**src/hw/secure_unlock_pkg.sv**
```systemverilog
package secure_unlock_pkg;

    localparam int unsigned KEY_BITS = 64;
    localparam logic [63:0] KEY_RESET = 64'h0000_0000_0000_0000;
    localparam logic [6:0]  CNT_RESET = 7'h00;
    localparam logic [6:0]  CNT_FULL  = 7'h40;
    localparam logic [6:0]  CNT_MAX   = 7'h7F;
    localparam logic        PIN_SYNC_RESET = 1'b0;
    // Security reads as in force during reset so a glitch never opens the part.
    localparam logic        SEC_SYNC_RESET = 1'b1;

    // Key value is arbitrary; each part is given its own customer key.
    localparam logic [63:0] CUSTOMER_KEY_DEFAULT = 64'h5A3C_96E1_0F7B_D428;

endpackage

```
**src/hw/secure_unlock.sv**
```systemverilog
`timescale 1ns/100ps
`default_nettype none

module secure_unlock
#(
    parameter logic [63:0] CUSTOMER_KEY = secure_unlock_pkg::CUSTOMER_KEY_DEFAULT
)
(
    input  wire logic mclk_i,
    input  wire logic rst_i,
    input  wire logic secure_en_i,
    input  wire logic tck_i,
    input  wire logic tdi_i,
    input  wire logic key_shift_i,
    input  wire logic ext_boot_req_i,
    output logic      emu_enable_o,
    output logic      ext_boot_en_o,
    output logic      rom_only_o,
    output logic      key_fail_o
);

    // Every pin but rst_i is sampled by mclk through two flops; tck is far slower.
    logic        tck_sync;
    logic        tdi_sync;
    logic        shf_sync;
    logic        sec_sync;
    logic        boot_sync;
    logic        tck_rise;
    logic        shift_end;
    logic [63:0] key_q;
    logic [63:0] key_d;
    logic [6:0]  cnt_q;
    logic [6:0]  cnt_d;
    logic        unlock_q;
    logic        unlock_d;
    logic        fail_q;

    secure_unlock_sync
    #(
        .RESET_VAL (secure_unlock_pkg::PIN_SYNC_RESET)
    )
    u_sync_tck
    (
        .mclk_i (mclk_i),
        .rst_i  (rst_i),
        .pin_i  (tck_i),
        .sync_o (tck_sync)
    );

    secure_unlock_sync
    #(
        .RESET_VAL (secure_unlock_pkg::PIN_SYNC_RESET)
    )
    u_sync_tdi
    (
        .mclk_i (mclk_i),
        .rst_i  (rst_i),
        .pin_i  (tdi_i),
        .sync_o (tdi_sync)
    );

    secure_unlock_sync
    #(
        .RESET_VAL (secure_unlock_pkg::PIN_SYNC_RESET)
    )
    u_sync_shift
    (
        .mclk_i (mclk_i),
        .rst_i  (rst_i),
        .pin_i  (key_shift_i),
        .sync_o (shf_sync)
    );

    secure_unlock_sync
    #(
        .RESET_VAL (secure_unlock_pkg::SEC_SYNC_RESET)
    )
    u_sync_secure
    (
        .mclk_i (mclk_i),
        .rst_i  (rst_i),
        .pin_i  (secure_en_i),
        .sync_o (sec_sync)
    );

    secure_unlock_sync
    #(
        .RESET_VAL (secure_unlock_pkg::PIN_SYNC_RESET)
    )
    u_sync_boot
    (
        .mclk_i (mclk_i),
        .rst_i  (rst_i),
        .pin_i  (ext_boot_req_i),
        .sync_o (boot_sync)
    );

    secure_unlock_edge
    #(
        .RISE     (1'b1),
        .IDLE_VAL (secure_unlock_pkg::PIN_SYNC_RESET)
    )
    u_edge_tck
    (
        .mclk_i  (mclk_i),
        .rst_i   (rst_i),
        .level_i (tck_sync),
        .pulse_o (tck_rise)
    );

    secure_unlock_edge
    #(
        .RISE     (1'b0),
        .IDLE_VAL (secure_unlock_pkg::PIN_SYNC_RESET)
    )
    u_edge_shift
    (
        .mclk_i  (mclk_i),
        .rst_i   (rst_i),
        .level_i (shf_sync),
        .pulse_o (shift_end)
    );

    wire shift_bit = tck_rise & shf_sync;
    wire secured   = sec_sync;
    // Only an exact 64-bit load is checked, so a short or long scan never unlocks.
    wire key_ok    = (cnt_q == secure_unlock_pkg::CNT_FULL) && (key_q == CUSTOMER_KEY);

    always_comb
    begin
        key_d    = key_q;
        cnt_d    = cnt_q;
        unlock_d = unlock_q;
        if (shift_bit)
        begin
            key_d = {tdi_sync, key_q[63:1]};
            if (cnt_q != secure_unlock_pkg::CNT_MAX)
                cnt_d = cnt_q + 7'h01;
        end
        if (shift_end)
        begin
            cnt_d = secure_unlock_pkg::CNT_RESET;
            if (key_ok)
                unlock_d = 1'b1;
        end
    end

    always_ff @(posedge mclk_i or posedge rst_i)
    begin
        if (rst_i)
        begin
            key_q    <= secure_unlock_pkg::KEY_RESET;
            cnt_q    <= secure_unlock_pkg::CNT_RESET;
            unlock_q <= 1'b0;
            fail_q   <= 1'b0;
        end
        else
        begin
            key_q    <= key_d;
            cnt_q    <= cnt_d;
            unlock_q <= unlock_d;
            fail_q   <= shift_end & ~key_ok;
        end
    end

    assign emu_enable_o  = ~secured | unlock_q;
    assign rom_only_o    = secured;
    assign ext_boot_en_o = ~secured & boot_sync;
    assign key_fail_o    = fail_q;

endmodule // secure_unlock

// Two-flop synchroniser; the first stage may go metastable, so only the second is read.
module secure_unlock_sync
#(
    parameter logic RESET_VAL = secure_unlock_pkg::PIN_SYNC_RESET
)
(
    input  wire logic mclk_i,
    input  wire logic rst_i,
    input  wire logic pin_i,
    output logic      sync_o
);

    logic meta_q;
    logic sync_q;

    always_ff @(posedge mclk_i or posedge rst_i)
    begin
        if (rst_i)
        begin
            meta_q <= RESET_VAL;
            sync_q <= RESET_VAL;
        end
        else
        begin
            meta_q <= pin_i;
            sync_q <= meta_q;
        end
    end

    assign sync_o = sync_q;

endmodule // secure_unlock_sync

// The history flop resets to the pin's idle level, so no false edge follows reset.
module secure_unlock_edge
#(
    parameter logic RISE     = 1'b1,
    parameter logic IDLE_VAL = secure_unlock_pkg::PIN_SYNC_RESET
)
(
    input  wire logic mclk_i,
    input  wire logic rst_i,
    input  wire logic level_i,
    output logic      pulse_o
);

    logic last_q;

    always_ff @(posedge mclk_i or posedge rst_i)
    begin
        if (rst_i)
            last_q <= IDLE_VAL;
        else
            last_q <= level_i;
    end

    wire rise_w = level_i & ~last_q;
    wire fall_w = last_q & ~level_i;

    assign pulse_o = RISE ? rise_w : fall_w;

endmodule // secure_unlock_edge

`default_nettype wire

```
**config.mk**
```make
export PLATFORM = sky130hd
export DESIGN_NAME = secure_unlock
export DESIGN_NICKNAME = d
export VERILOG_FILES = /design/src/hw/secure_unlock_pkg.sv /design/src/hw/secure_unlock.sv
export SDC_FILE = /design/constraint.sdc
export NUM_CORES = 1
export LEC_CHECK = 0
export BUFFER_PORTS_ARGS = -buffer_cell sky130_fd_sc_hd__buf_4
export CORE_MARGIN = 2
export CORE_UTILIZATION = 60
export DETAILED_ROUTE_END_ITERATION = 10
export PLACE_DENSITY_LB_ADDON = 0.15
export SLEW_MARGIN = 25
export SYNTH_ARGS = -nofsm -noshare
export SYNTH_HDL_FRONTEND = slang
export SYNTH_HIERARCHICAL = 1
export SYNTH_SLANG_ARGS = --single-unit
```
**constraint.sdc**
```tcl
create_clock -name mclk_i -period 3.9 [get_ports mclk_i]
set_clock_uncertainty 0.1 [all_clocks]
set_input_delay 0 -clock mclk_i [delete_from_list [all_inputs] [get_ports mclk_i]]
set_output_delay 0 -clock mclk_i [all_outputs]
set_load 0.005 [all_outputs]
```
==> results.md <==
* Outcome: finished clean
* RSZ-0062 raised after global routing: no
* Area Growth Syn to Fin at 13.19%
* Synth Instances at around 230
* Ratio of cells with drive above 1 in the final layout at 40.16%
* Final net count at roughly 260
* Compound-cell area share of the yosys netlist at under 10%
* Die footprint at 6260 um^2
* Skew-Pair Late Insertion Delay at roughly 350 ps
* Worst slew margin at a little over two fifths
* Sum of negative setup slack at 0 ps
* Seq/Total Area, Yosys at between 60% and 70%
* DRC viols at 0
* Via Count at 1,830
* Starting density of the core at approximately three fifths
* GR peak layer: met2
* H-tree levels at 3
* Primary FF master, synth: dfrtp_1
* Post-synthesis xor/xnor area fraction at less than 1%
* Power Total at about 1.8 mW
* Ys async rst share at between 90% and 100%
* Number of top-level pins at 11
* Ys Warns at 6
* GRT Residual Overflow at 0
* Syn_area_per_cell at roughly 15 um^2
* First-pass GRT wire length at 9597 um
* GP Congestion at between 0.7 and 0.8
* Reg2reg setup slack at ~1700 ps
* Maximum buffer depth of the clock tree at 2
* Largest fanout on the critical path at 39
* Max_cap viols at 0
* Crit path launch type: flop
* Fillers at 385
* Sequential Area at approximately 2100 um^2
* Vias in the first global route at between 1,500 and 2,000
* Final setup viols at 0
* EDFF count, synth at 0
* Post-DP HPWL at 3805 um
* CTS Buf Count at 9
* 1st-pass router iterations at 4
* Largest family of logic cells by synthesized area: multiplexers
* Sw frac at between 20% and 30%
* CORE AREA at approximately 5500 um^2
* Crit path time final at between 2000 and 2500 ps
* Crit path kind: reg -> reg
* Critical Path RT at between 4000 and 5000 ps
* Area of the multi-input gates at 1171 um^2
* GR met1 Demand/Resource at around 28%
* Post-synthesis simple-gate area fraction at 9.276%
* Initial antenna violation count at 0
* Tcrit/Tclk final at 57.33%
* Sequential share of power at about 55%
* CTS Sinks at 85
* Multiplexer share of the synthesized area at a little over a fifth
* Unique cell type count in the Yosys netlist at 34
* Pin count of the biggest net entering global routing at between 40 and 50
* Slew Viols, Final at 0
* Die W at ~80 um
* Met2 usage at 32.37%
* Drt initial violations at around 100
* Met3 Use GR at between 5 and 6%
* Crit end category: flop
* P_int at 1.377 mW
* Antenna Nets Post-Route at 0
* CTS tree: done
* Worst IR drop on VDD at roughly 0.00041 V
* Adder-Cell Fraction of Synth Area at less than 1%
* Mapped Area at 3386 um^2
* Critical Path AT at approximately 2400 ps
* Comb pwr share at 6.4%
* Register bit total from synthesis at 85
* Routed wire per std cell at roughly 17 um
* Routed vias/inst at between 5 and 6
* Worst-Margin Slew at approximately 840 ps
* Port Buffers at 10
* Pwr/cell area at 465.1 nW/um^2
* Mapped Nets at approximately 240
* Pleak at approximately 1.9 nW
* Final hold violations at 0
* Maximum clock frequency at between 400 and 500 MHz
* Clock Root Buffer: clkbuf_8
* Final WL at about 5600 um
* Hold Crit Class: in -> async
* Clock transition at path regs at roughly 90 ps
* Sw Pwr at ~400 uW
* Chip height at 79.12 um
* Clk pwr share at 39.0%
* Cell row count at 27
* Total GRT Usage at between 20% and 30%
* ANT cells at 0
[layout by cell type, fill, tap and decap left out, types with 4 or more instances in the layout]
cell type and n:
a21oi_1 5, buf_4 12, clkbuf_8 10, dfrtp_1 83
dlygate4sd3_1 7, inv_1 12, mux2_2 64, nand4_1 6
nor2_1 4, nor4b_1 4, or3_1 4
[kinds of logic after synthesis]
logic type               count (synthesis)
XOR/XNOR                                 1
buffers and inverters                   21
multiplexers                            65
AND/OR/NAND/NOR                         41
AO/OA/AOI/OAI                           12
flip-flops                              85
adder cells (fa/ha/maj)                  2
[routing by layer]
metal / vias up / share of wire [%]
met1: 936 / 44
met5: - / 0
met2: 23 / 51
met3: 7 / 3.0
met4: 0 / 2.0
li1: 864 / -
[flip-flops by register name, indices dropped and copies added, names as in the netlist]
name / cells
key_q: 64
u_edge_tck/last_q: 1
u_sync_secure/meta_q: 1
u_sync_tck/meta_q: 1
u_sync_shift/meta_q: 1
u_sync_secure/sync_o: 1
u_sync_tdi/meta_q: 1
u_edge_shift/last_q: 1
key_fail_o: 1
cnt_q: 7
u_sync_tck/sync_o: 1
u_sync_tdi/sync_o: 1
unlock_q: 1
u_sync_boot/meta_q: 1
u_sync_boot/sync_o: 1
u_sync_shift/sync_o: 1
[critical path: stages (launching register included)]
cell,delay [ps]
dfrtp_1,400
nor2b_4,140
nand2_2,610
buf_4,460
mux2_2,390
[worst paths after layout]
path                                             startpoint                              to  cells past startpoint
worst max-delay path            u_sync_tck/sync_o$_DFF_PP0_           key_q[48]$_DFFE_PP0P_                      4
worst min register to register  u_sync_tdi/meta_q$_DFF_PP0_     u_sync_tdi/sync_o$_DFF_PP0_                      0
worst max register to register  u_sync_tck/sync_o$_DFF_PP0_           key_q[48]$_DFFE_PP0P_                      4
max in group asynchronous                             rst_i            key_q[3]$_DFFE_PP0P_                      4
min in group mclk_i                             secure_en_i  u_sync_secure/meta_q$_DFF_PP1_                      2
worst min-delay path                                  rst_i  u_sync_secure/meta_q$_DFF_PP1_                      3
[repair_timing]
action	in CTS	in global routing
resized for setup	0	0
hold buffers	7	0
setup buffers	0	0
hold endpoints to repair	62	0
[synth_stat cells, types with 2 or more instances]
library cell / number / share of area (%)
nand4_1: 6 / 1.1
dfstp_2: 2 / 1.6
a21oi_1: 5 / 0.74
mux2_2: 64 / 21
buf_2: 7 / 1.0
o21ai_1: 3 / 0.44
and4b_1: 2 / 0.59
nor2b_4: 2 / 0.81
or3_1: 4 / 0.74
nor4_1: 2 / 0.37
nor4b_1: 4 / 1.0
nor2_1: 4 / 0.44
dfrtp_1: 83 / 61
nor4bb_1: 3 / 0.89
inv_1: 13 / 1.4
ha_1: 2 / 0.74
nand3_1: 2 / 0.30
nand2_1: 3 / 0.33
[metrics by stage]
step / cells / setup WS, ps / instance area, um^2 / utilization [%] / hold slack [ps]
after floorplan: 227 / 1947 / 3386 / - / -371.3
after global placement: 303 / 1766 / 3530 / 64.49 / -210.3
after detailed placement: 303 / 1690 / 3530 / 64.49 / -206.5
after CTS: 326 / 1659 / 3831 / 70.00 / 123.0
after global routing: 326 / 1514 / 3832 / 70.03 / 149.8
final: 326 / 1664 / 3832 / 70.03 / 140.6
[cell type report]
class / count / area share (%)
flip-flops and latches: 85 / 55.57
multi-input cells: 121 / 30.56
repair buffers: 19 / 4.179
clock buffers: 10 / 3.591
clock inverters: 6 / 2.449
well taps: 72 / 2.351
inverters: 13 / 1.306
[power by group through the flow]
stage | Sequential, mW | Combinational (mW) | Clock, mW
floorplan | 0.974 | 0.0856 | 0
global placement | 0.986 | 0.102 | 0
detailed placement | 0.991 | 0.110 | 0
CTS | 0.974 | 0.116 | 0.717
global route | 0.982 | 0.127 | 0.750
finish | 0.974 | 0.114 | 0.694
No activity file was read; power rests on OpenSTA's default activity.
